[src/meas_ctrl_cfg.svh]
`ifndef MEAS_CTRL_CFG_SVH
`define MEAS_CTRL_CFG_SVH
// Register addresses on the internal register port.
`define ADDR_MEAS_CONFIG      8'h1C
`define ADDR_CONT_CONFIG      8'h1D
`define REG_RESET_VALUE       8'h00
// Clock rate in kHz and the documented times.
`define CLK_KHZ               100000
`define MEAS_US_00            6600
`define MEAS_US_01            3500
`define MEAS_US_10            2000
`define MEAS_US_11            1200
`define RESTART_MS            20
// Periodic set intervals in samples.
`define PRD_0                 16'h0001
`define PRD_1                 16'h0019
`define PRD_2                 16'h004B
`define PRD_3                 16'h0064
`define PRD_4                 16'h00FA
`define PRD_5                 16'h01F4
`define PRD_6                 16'h03E8
`define PRD_7                 16'h07D0
`endif

[src/meas_ctrl_pkg.sv]
package meas_ctrl_pkg;
   // Measurement configuration register layout, msb first.
   typedef struct packed {
      logic       soft_restart;
      logic       selftest_negative;
      logic       selftest_positive;
      logic [2:0] axis_skip;          // Bit 2 is Z, bit 0 is X.
      logic       meas_length_sel_hi;
      logic       meas_length_sel_lo;
   } meas_cfg_t;
   // Continuous configuration register layout, msb first.
   typedef struct packed {
      logic       high_rate_boost;
      logic       factory_int_a;
      logic       factory_int_b;
      logic       continuous_run;
      logic       periodic_magnetize_en;
      logic [2:0] magnetize_interval;
   } cont_cfg_t;
   // Measurement sequencer states.
   typedef enum logic [1:0] {
      ST_IDLE  = 2'b00,
      ST_AXIS  = 2'b01,
      ST_DONE  = 2'b10
   } seq_state_t;
endpackage : meas_ctrl_pkg

[src/axis_timer.sv]
`timescale 1ns/1ps
`include "meas_ctrl_cfg.svh"
// Converts the length selector into a per-axis slot length in cycles.
module axis_timer #(
   parameter int CLK_KHZ = `CLK_KHZ
) (
   input  wire logic [1:0]  i_sel,      // Measurement length selector.
   output logic      [23:0] o_slot      // Cycles per axis slot.
);
   // Each axis takes one third of the full time, rounded down.
   // Multiply before dividing so clock figures below 1 MHz keep their slots.
   localparam int SLOT_00 = ((`MEAS_US_00 * CLK_KHZ) / 1000) / 3;
   localparam int SLOT_01 = ((`MEAS_US_01 * CLK_KHZ) / 1000) / 3;
   localparam int SLOT_10 = ((`MEAS_US_10 * CLK_KHZ) / 1000) / 3;
   localparam int SLOT_11 = ((`MEAS_US_11 * CLK_KHZ) / 1000) / 3;

   // ==========================================================
   // Slot selection
   // ==========================================================
   // Plain mux on the selector.
   always_comb begin
      case (i_sel)
         2'b00:   o_slot = 24'(SLOT_00);
         2'b01:   o_slot = 24'(SLOT_01);
         2'b10:   o_slot = 24'(SLOT_10);
         default: o_slot = 24'(SLOT_11);
      endcase
   end
endmodule : axis_timer

[src/magnetometer_measure_control.sv]
`timescale 1ns/1ps
`include "meas_ctrl_cfg.svh"
module magnetometer_measure_control #(
   parameter int          CLK_KHZ    = `CLK_KHZ,
   parameter int unsigned RESTART_CY = `RESTART_MS * CLK_KHZ
) (
   input  wire logic        i_clock,        // System clock, 100 MHz.
   input  wire logic        i_rst_n,        // Asynchronous reset, low active.
   input  wire logic        i_reg_wr,       // Register write strobe.
   input  wire logic        i_reg_rd,       // Register read strobe.
   input  wire logic [7:0]  i_reg_addr,     // Register address.
   input  wire logic [7:0]  i_reg_wdata,    // Register write data.
   output logic      [7:0]  o_reg_rdata,    // Register read data.
   output logic             o_reg_ack,      // Access accepted this cycle.
   input  wire logic        i_auto_magnetize_en, // Automatic set/reset enable.
   input  wire logic        i_period_calc,  // Period calculation start pulse.
   input  wire logic [31:0] i_period_cycles,// Period from output rate, 0 if none.
   input  wire logic        i_meas_trigger, // On-demand measurement pulse.
   output logic             o_period_load,  // Request to latch the period.
   output logic             o_continuous,   // Continuous mode active.
   output logic             o_period_tick,  // Period counter wrapped.
   output logic [2:0]       o_axis_active,  // One-hot axis being measured.
   output logic [2:0]       o_axis_update,  // Write strobe for axis result.
   output logic             o_meas_done,    // Measurement sequence finished.
   output logic             o_set_pulse,    // Magnetizing set request.
   output logic             o_reset_pulse,  // Magnetizing reset request.
   output logic             o_selftest_pos, // Self-test coil, positive.
   output logic             o_selftest_neg, // Self-test coil, negative.
   output logic             o_high_rate,    // High-rate boost.
   output logic             o_otp_reload,   // Trim reload during startup.
   output logic             o_busy          // Startup in progress.
);
   // ==========================================================
   // Reset release
   // ==========================================================
   logic rst_s1_q;   // First release stage.
   logic rst_n_q;    // Released reset used everywhere.
   always_ff @(posedge i_clock or negedge i_rst_n) begin
      if (!i_rst_n) begin
         rst_s1_q <= 1'b0;
         rst_n_q  <= 1'b0;
      end else begin
         rst_s1_q <= 1'b1;
         rst_n_q  <= rst_s1_q;
      end
   end

   // ==========================================================
   // State declarations
   // ==========================================================
   meas_ctrl_pkg::meas_cfg_t  mcfg_q, mcfg_d;   // Measurement config.
   meas_ctrl_pkg::cont_cfg_t  ccfg_q, ccfg_d;   // Continuous config.
   meas_ctrl_pkg::seq_state_t st_q, st_d;       // Sequencer state.
   logic        period_ok_q, period_ok_d;       // Period was computed.
   logic [31:0] period_q, period_d;             // Latched period.
   logic [31:0] pcnt_q, pcnt_d;                 // Period counter.
   logic [31:0] rcnt_q, rcnt_d;                 // Restart timer.
   logic [1:0]  axis_q, axis_d;                 // Axis index.
   logic [23:0] tcnt_q, tcnt_d;                 // Slot timer.
   logic [15:0] scnt_q, scnt_d;                 // Sample count since set.
   logic [7:0]  rdata_q, rdata_d;               // Read data register.
   logic        set_q, set_d;                   // Set pulse register.
   logic        rst_p_q, rst_p_d;               // Reset pulse register.
   logic        done_q, done_d;                 // Done pulse register.
   logic [2:0]  upd_q, upd_d;                   // Axis update register.
   logic [23:0] slot;                           // Slot length.
   logic        busy;                           // Startup running.
   logic        wr_m, wr_c;                     // Decoded writes.
   logic        prd_active;                     // Periodic set in force.

   axis_timer #(.CLK_KHZ(CLK_KHZ)) u_timer (
      .i_sel  ({mcfg_q.meas_length_sel_hi, mcfg_q.meas_length_sel_lo}),
      .o_slot (slot)
   );

   // Interval code to samples per set pulse.
   function automatic logic [15:0] interval(input logic [2:0] code);
      case (code)
         3'h0:    interval = `PRD_0;
         3'h1:    interval = `PRD_1;
         3'h2:    interval = `PRD_2;
         3'h3:    interval = `PRD_3;
         3'h4:    interval = `PRD_4;
         3'h5:    interval = `PRD_5;
         3'h6:    interval = `PRD_6;
         default: interval = `PRD_7;
      endcase
   endfunction : interval

   // Next axis not skipped at or after the given index, 3 if none.
   function automatic logic [1:0] next_axis(input logic [1:0] from, input logic [2:0] skip);
      logic [1:0] r;
      r = 2'd3;
      for (int i = 2; i >= 0; i--) begin
         if (!skip[i] && (2'(i) >= from)) begin
            r = 2'(i);
         end
      end
      next_axis = r;
   endfunction : next_axis

   assign busy       = (rcnt_q != 32'h0);
   // Register decode is blocked during startup so the host sees no answer.
   assign wr_m       = i_reg_wr && !busy && (i_reg_addr == `ADDR_MEAS_CONFIG);
   assign wr_c       = i_reg_wr && !busy && (i_reg_addr == `ADDR_CONT_CONFIG);
   assign prd_active = ccfg_q.periodic_magnetize_en && i_auto_magnetize_en
                       && o_continuous;

   // ==========================================================
   // Next-state logic
   // ==========================================================
   // All control state computed in one place; soft restart overrides all but the read data.
   always_comb begin
      mcfg_d      = mcfg_q;
      ccfg_d      = ccfg_q;
      st_d        = st_q;
      period_ok_d = period_ok_q;
      period_d    = period_q;
      pcnt_d      = pcnt_q;
      rcnt_d      = busy ? rcnt_q - 32'h1 : rcnt_q;
      axis_d      = axis_q;
      tcnt_d      = tcnt_q;
      scnt_d      = scnt_q;
      rdata_d     = rdata_q;
      set_d       = 1'b0;
      rst_p_d     = 1'b0;
      done_d      = 1'b0;
      upd_d       = 3'h0;
      if (wr_m) begin
         mcfg_d = meas_ctrl_pkg::meas_cfg_t'(i_reg_wdata);
      end
      if (wr_c) begin
         // Continuous run only sticks once a nonzero period exists.
         ccfg_d = meas_ctrl_pkg::cont_cfg_t'(i_reg_wdata);
         ccfg_d.continuous_run = ccfg_d.continuous_run && period_ok_q
                                 && (period_q != 32'h0);
         if (ccfg_d.continuous_run && !ccfg_q.continuous_run) begin
            pcnt_d = 32'h0;
         end
      end
      if (i_period_calc && !busy) begin
         period_d    = i_period_cycles;
         period_ok_d = 1'b1;
      end
      if (ccfg_q.continuous_run) begin
         pcnt_d = (pcnt_q + 32'h1 >= period_q) ? 32'h0 : pcnt_q + 32'h1;
      end
      if (i_reg_rd && !busy) begin
         if (i_reg_addr == `ADDR_MEAS_CONFIG) begin
            rdata_d = mcfg_q;
         end else if (i_reg_addr == `ADDR_CONT_CONFIG) begin
            rdata_d = ccfg_q;
         end else begin
            rdata_d = 8'h00;
         end
      end
      case (st_q)
         meas_ctrl_pkg::ST_IDLE: begin
            if (!busy && (i_meas_trigger || o_period_tick)) begin
               axis_d = next_axis(2'd0, mcfg_q.axis_skip);
               tcnt_d = 24'h0;
               // Magnetizing pulses in the first cycle of the sequence.
               if (prd_active) begin
                  set_d = (scnt_q == 16'h0);
               end else if (i_auto_magnetize_en) begin
                  set_d   = 1'b1;
                  rst_p_d = 1'b1;
               end
               st_d = (next_axis(2'd0, mcfg_q.axis_skip) == 2'd3) ?
                      meas_ctrl_pkg::ST_DONE : meas_ctrl_pkg::ST_AXIS;
            end
         end
         meas_ctrl_pkg::ST_AXIS: begin
            if (tcnt_q + 24'h1 >= slot) begin
               tcnt_d = 24'h0;
               // Only the measured axis result is written; others keep theirs.
               upd_d[axis_q] = 1'b1;
               axis_d = (axis_q == 2'd2) ? 2'd3 :
                        next_axis(axis_q + 2'd1, mcfg_q.axis_skip);
               if (axis_d == 2'd3) begin
                  st_d = meas_ctrl_pkg::ST_DONE;
               end
            end else begin
               tcnt_d = tcnt_q + 24'h1;
            end
         end
         default: begin
            done_d = 1'b1;
            if (prd_active) begin
               scnt_d = (scnt_q + 16'h1 >= interval(ccfg_q.magnetize_interval)) ?
                        16'h0 : scnt_q + 16'h1;
            end
            st_d = meas_ctrl_pkg::ST_IDLE;
         end
      endcase
      // The sample counter restart comes after the sequencer, so a sequence
      // ending in the same cycle cannot advance the counter past the restart.
      if (!ccfg_d.continuous_run
          || (wr_c && (ccfg_d.magnetize_interval != ccfg_q.magnetize_interval))) begin
         scnt_d = 16'h0;
      end
      if (wr_m && i_reg_wdata[7]) begin
         // Restart: clear every register except the read data and run the startup timer.
         mcfg_d      = `REG_RESET_VALUE;
         ccfg_d      = `REG_RESET_VALUE;
         st_d        = meas_ctrl_pkg::ST_IDLE;
         period_ok_d = 1'b0;
         period_d    = 32'h0;
         pcnt_d      = 32'h0;
         scnt_d      = 16'h0;
         rcnt_d      = RESTART_CY;
         // Drop pulses launched in this cycle so nothing runs during startup.
         set_d       = 1'b0;
         rst_p_d     = 1'b0;
         done_d      = 1'b0;
         upd_d       = 3'h0;
         axis_d      = 2'd0;
         tcnt_d      = 24'h0;
      end
   end

   // ==========================================================
   // Registers
   // ==========================================================
   always_ff @(posedge i_clock or negedge rst_n_q) begin
      if (!rst_n_q) begin
         mcfg_q      <= `REG_RESET_VALUE;
         ccfg_q      <= `REG_RESET_VALUE;
         st_q        <= meas_ctrl_pkg::ST_IDLE;
         period_ok_q <= 1'b0;
         period_q    <= 32'h0;
         pcnt_q      <= 32'h0;
         rcnt_q      <= 32'h0;
         axis_q      <= 2'd0;
         tcnt_q      <= 24'h0;
         scnt_q      <= 16'h0;
         rdata_q     <= 8'h00;
         set_q       <= 1'b0;
         rst_p_q     <= 1'b0;
         done_q      <= 1'b0;
         upd_q       <= 3'h0;
      end else begin
         mcfg_q      <= mcfg_d;
         ccfg_q      <= ccfg_d;
         st_q        <= st_d;
         period_ok_q <= period_ok_d;
         period_q    <= period_d;
         pcnt_q      <= pcnt_d;
         rcnt_q      <= rcnt_d;
         axis_q      <= axis_d;
         tcnt_q      <= tcnt_d;
         scnt_q      <= scnt_d;
         rdata_q     <= rdata_d;
         set_q       <= set_d;
         rst_p_q     <= rst_p_d;
         done_q      <= done_d;
         upd_q       <= upd_d;
      end
   end

   // ==========================================================
   // Outputs
   // ==========================================================
   assign o_reg_rdata    = rdata_q;
   assign o_reg_ack      = (i_reg_wr || i_reg_rd) && !busy;
   assign o_period_load  = i_period_calc && !busy;
   assign o_continuous   = ccfg_q.continuous_run;
   assign o_period_tick  = ccfg_q.continuous_run && (pcnt_q + 32'h1 >= period_q);
   assign o_axis_active  = (st_q == meas_ctrl_pkg::ST_AXIS) ? (3'h1 << axis_q) : 3'h0;
   assign o_axis_update  = upd_q;
   assign o_meas_done    = done_q;
   assign o_set_pulse    = set_q;
   assign o_reset_pulse  = rst_p_q;
   assign o_selftest_pos = mcfg_q.selftest_positive;
   assign o_selftest_neg = mcfg_q.selftest_negative;
   assign o_high_rate    = ccfg_q.high_rate_boost;
   assign o_otp_reload   = busy;
   assign o_busy         = busy;
endmodule : magnetometer_measure_control

[config.mk]
export PLATFORM = sky130hd
export DESIGN_NAME = magnetometer_measure_control
export DESIGN_NICKNAME = d
export VERILOG_FILES = /design/src/meas_ctrl_pkg.sv /design/src/axis_timer.sv /design/src/magnetometer_measure_control.sv
export VERILOG_INCLUDE_DIRS = /design/src
export SDC_FILE = /design/constraint.sdc
export NUM_CORES = 1
export LEC_CHECK = 0
export BUFFER_PORTS_ARGS = -buffer_cell sky130_fd_sc_hd__buf_2
export CAP_MARGIN = 20
export CORE_MARGIN = 3
export CORE_UTILIZATION = 61
export DETAILED_ROUTE_END_ITERATION = 12
export HOLD_SLACK_MARGIN = 0.02
export PLACE_DENSITY_LB_ADDON = 0.2
export SETUP_SLACK_MARGIN = 0.02
export SLEW_MARGIN = 25
export SYNTH_ARGS = -nofsm -noshare
export SYNTH_HDL_FRONTEND = slang
export SYNTH_SLANG_ARGS = --single-unit
[constraint.sdc]
create_clock -name i_clock -period 6.8 [get_ports i_clock]
set_input_delay 2.04 -clock i_clock [delete_from_list [all_inputs] [get_ports i_clock]]
set_output_delay 2.04 -clock i_clock [all_outputs]
set_load 0.02 [all_outputs]
==> flow_metrics.py <==
metrics = {
    "finish": {
        "layoutNonFillerInstCount": 1390,
        "seqCellArea_mm2": 0.00433,
        "area_delta_synth_final_pct": 11.6,
        "multiInputGateArea_mm2": 0.00555,
        "diodes": 0,
        "nets": 1288,
        "fillers": 1234,
        "drive_gt1_frac": 0.131,
    },
    "placed_design": {
        "dp_hpwl_um": 16600,
        "place_congestion": 0.920,
        "place_inst": 1357,
        "io_buffers": 80,
        "dpl_worst_slack_ps": 588,
    },
    "die": {
        "placementRows": 46,
        "initial_core_util": 0.634,
        "die_area_mm2": 0.0184,
        "ios": 81,
        "die_w_um": 136,
        "coreArea_mm2": 0.0162,
        "fp.dieH_um": 136,
    },
    "setup_path": {
        "worstPathRequired_ps": 4760,
        "critical_path_class": "flip-flop to primary output",
        "cp-end-kind": "primary output",
        "timing.rr.start": "pcnt_q[0]",
        "r2r_cells": 16,
        "r2r_slack_ps": 1450,
        "critPathMaxFanout": 6,
        "cp-start-kind": "flip-flop",
        "cp_data_arrival_time_ps": 4470,
        "crit_path_start": "pcnt_q[0]",
        "r2r-end": "pcnt_q[29]",
    },
    "timing": {
        "relSlewSlack": 0.275,
        "worstMarginPinSlew_ps": 1080,
        "finalHoldViolations": 0,
        "setup_viol": 0,
        "timing.hold.ws_ps": 258,
        "rsz0062_at_grt": "false",
        "period_share": 0.957,
        "finalWorstPathRequiredPeriod_ps": 6510,
        "fmax_mhz": 154,
        "slew_viol_final": 0,
        "clock_skew_ps": 12.0,
        "fin_ws_ps": 293,
        "tns_ps": 0,
    },
    "cts": {
        "postCtsSetupRepairBufs": 0,
        "cts_buffer_depth": 2,
        "path_clk_slew_ps": 60,
        "post_cts_resized": 0,
        "htreeDepth": 4,
        "root_buffer": "clkbuf_16",
        "cts.sink_count": 173,
        "hold_buffers": 0,
        "cts_tree": "yes",
        "insertion_delay_ps": 440,
        "cts_buffers": 17,
    },
    "run": {
        "maxCapViolations": 0,
    },
    "global_route": {
        "antenna_found_initial": 0,
        "grt_max_degree": 73,
        "grt_usage": 0.265,
        "grt_pass1_vias": 8035,
        "grt_overflow": 0,
        "grt_pass1_wl_um": 39100,
    },
    "min_path": {
        "hold_path_class": "flip-flop to asynchronous set/reset pin",
    },
    "yosys": {
        "syn_inst": 1090,
        "yosys-top-cells-area": "dfrtp_1 42%, ha_1 8.8%, nand2_1 3.8%, xnor2_1 3.5%, mux2i_1 3.3%",
        "seq_area_frac_synth": 0.422,
        "synth-async-reset-ratio": 1.00,
        "synth_top_area_frac": 0.422,
        "syn_avg_cell_area_um2": 9.41,
        "synth_edf_count": 0,
        "synth_fp_nets": 1217,
        "ys_ff_latch": 173,
        "synth_top_cell_by_area": "dfrtp_1",
        "yosysUniqueCellTypes": 74,
        "synth_flop_cell": "dfrtp_1",
        "syn_area_mm2": 0.0103,
        "synth_warnings": 0,
    },
    "power_and_ir_drop": {
        "finalPower_mw": 2.16,
        "vdd_ir_drop_max_uv": 224,
        "static-leakage-power_nw": 5.94,
        "power_density_mw_per_mm2": 189,
    },
    "drt": {
        "first_pass_iters": 5,
        "avgRoutedWirePerCell_um": 16.8,
        "drc_errors": 0,
        "ant_nets": 0,
        "post_drt_via_cell_ratio": 5.95,
        "drtIter0Drc": 641,
        "vias": 8271,
        "wirelength_um": 23400,
    },
    "outcome": {
        "status": "complete, no violations",
    },
}
## cells in the mapped netlist, types with 3 or more instances
| cell type | count |
|---|---|
| a211oi_1 | 5 |
| a21o_1 | 27 |
| a21oi_1 | 50 |
| a22o_1 | 26 |
| a22oi_1 | 9 |
| a31oi_1 | 5 |
| and2_1 | 20 |
| and3_1 | 18 |
| and4_1 | 8 |
| buf_1 | 3 |
| buf_2 | 6 |
| buf_4 | 3 |
| clkbuf_1 | 21 |
| dfrtp_1 | 173 |
| ha_1 | 72 |
| inv_1 | 61 |
| mux2_2 | 3 |
| mux2i_1 | 34 |
| nand2_1 | 104 |
| nand2b_1 | 18 |
| nand3_1 | 46 |
| nand4_1 | 25 |
| nor2_1 | 85 |
| nor2b_1 | 8 |
| nor3_1 | 22 |
| nor3_2 | 3 |
| nor4_1 | 22 |
| o211ai_1 | 5 |
| o21ai_0 | 51 |
| o21ai_1 | 5 |
| o22ai_1 | 3 |
| o31ai_1 | 9 |
| or2_2 | 12 |
| or3_1 | 8 |
| or4_1 | 5 |
| xnor2_1 | 41 |
| xor2_1 | 30 |
## per-stage QoR
step | util | area (um^2)
6_report | 0.707 | 11400
5_1_grt | 0.707 | 11400
4_1_cts | 0.705 | 11400
3_5_place_dp | 0.669 | 10800
3_3_place_gp | 0.669 | 10800
2_1_floorplan | - | 10300
## power by group
group          internal [mW]  leakage (nW)  switching (mW)  total, mW
combinational         0.0491          3.33          0.0596      0.109
clock                  0.557         0.284           0.426      0.983
sequential              1.05          2.33          0.0254       1.07
total                   1.65          5.94           0.511       2.16
## routing by layer
metal | vias to the layer above | part of all wire | global-route usage
met5 | - | 0 | 0
met4 | 0 | 0.021 | 0.0896
met3 | 44 | 0.050 | 0.0457
met2 | 221 | 0.47 | 0.428
met1 | 3987 | 0.46 | 0.366
li1 | 4019 | - | -
## worst max-delay path by stage
stage                          endpoint  slack, ps
after floorplan           o_period_tick       1090
after global placement    o_period_tick        780
after detailed placement  o_period_tick        590
after CTS                 o_period_tick         70
after global routing      o_period_tick         40
final                     o_period_tick        290
## sequential cells by signal, indices dropped and copies added (netlist names), 2 cells and up
| name | cells |
|---|---|
| ccfg_q | 6 |
| o_axis_update | 3 |
| st_q | 2 |
| axis_q | 2 |
| rcnt_q | 32 |
| mcfg_q | 6 |
| pcnt_q | 32 |
| tcnt_q | 24 |
| period_q | 32 |
| scnt_q | 16 |
| o_reg_rdata | 8 |
## cells in the final DEF (no fill, tap or decap), drive strengths merged, types with 26 or more instances in the layout
| cell type | instances |
|---|---|
| a21o | 27 |
| inv | 67 |
| nand2 | 105 |
| a21oi | 51 |
| nand3 | 46 |
| mux2i | 34 |
| buf | 87 |
| nand4 | 26 |
| dfrtp | 173 |
| nor2 | 87 |
| nor3 | 26 |
| o21ai | 56 |
| xnor2 | 41 |
| xor2 | 30 |
| a22o | 26 |
| ha | 72 |
## critical path, cell delays in order (launching register included)
cell and delay, ps:
dfrtp_1 440, ha_1 270, and3_1 270, nand3_1 270, nor4_2 450, and2_1 330
nand2_1 130, xnor2_1 150, ha_1 280, and4_1 200, nand2_1 60, nor4_1 250
o311ai_0 240, a21boi_1 430, buf_2 250
## cells by family after synthesis
| family | after synthesis | synth area share |
|---|---|---|
| AND/OR/NAND/NOR | 425 | 0.220 |
| AO/OA/AOI/OAI | 212 | 0.134 |
| flip-flops | 173 | 0.422 |
| buffers and inverters | 98 | 0.0385 |
| adder cells (fa/ha/maj) | 73 | 0.0888 |
| XOR/XNOR | 71 | 0.0606 |
| multiplexers | 37 | 0.0365 |
| other | 1 | 0.000366 |
## cell type report
| class | count | share of cell area |
|---|---|---|
| clock inverters | 11 | 0.0116 |
| clock buffers | 21 | 0.0394 |
| multi-input cells | 819 | 0.485 |
| well taps | 216 | 0.0236 |
| inverters | 63 | 0.0207 |
| repair buffers | 87 | 0.0413 |
| flip-flops and latches | 173 | 0.379 |
No activity file was read; power rests on OpenSTA's default activity.
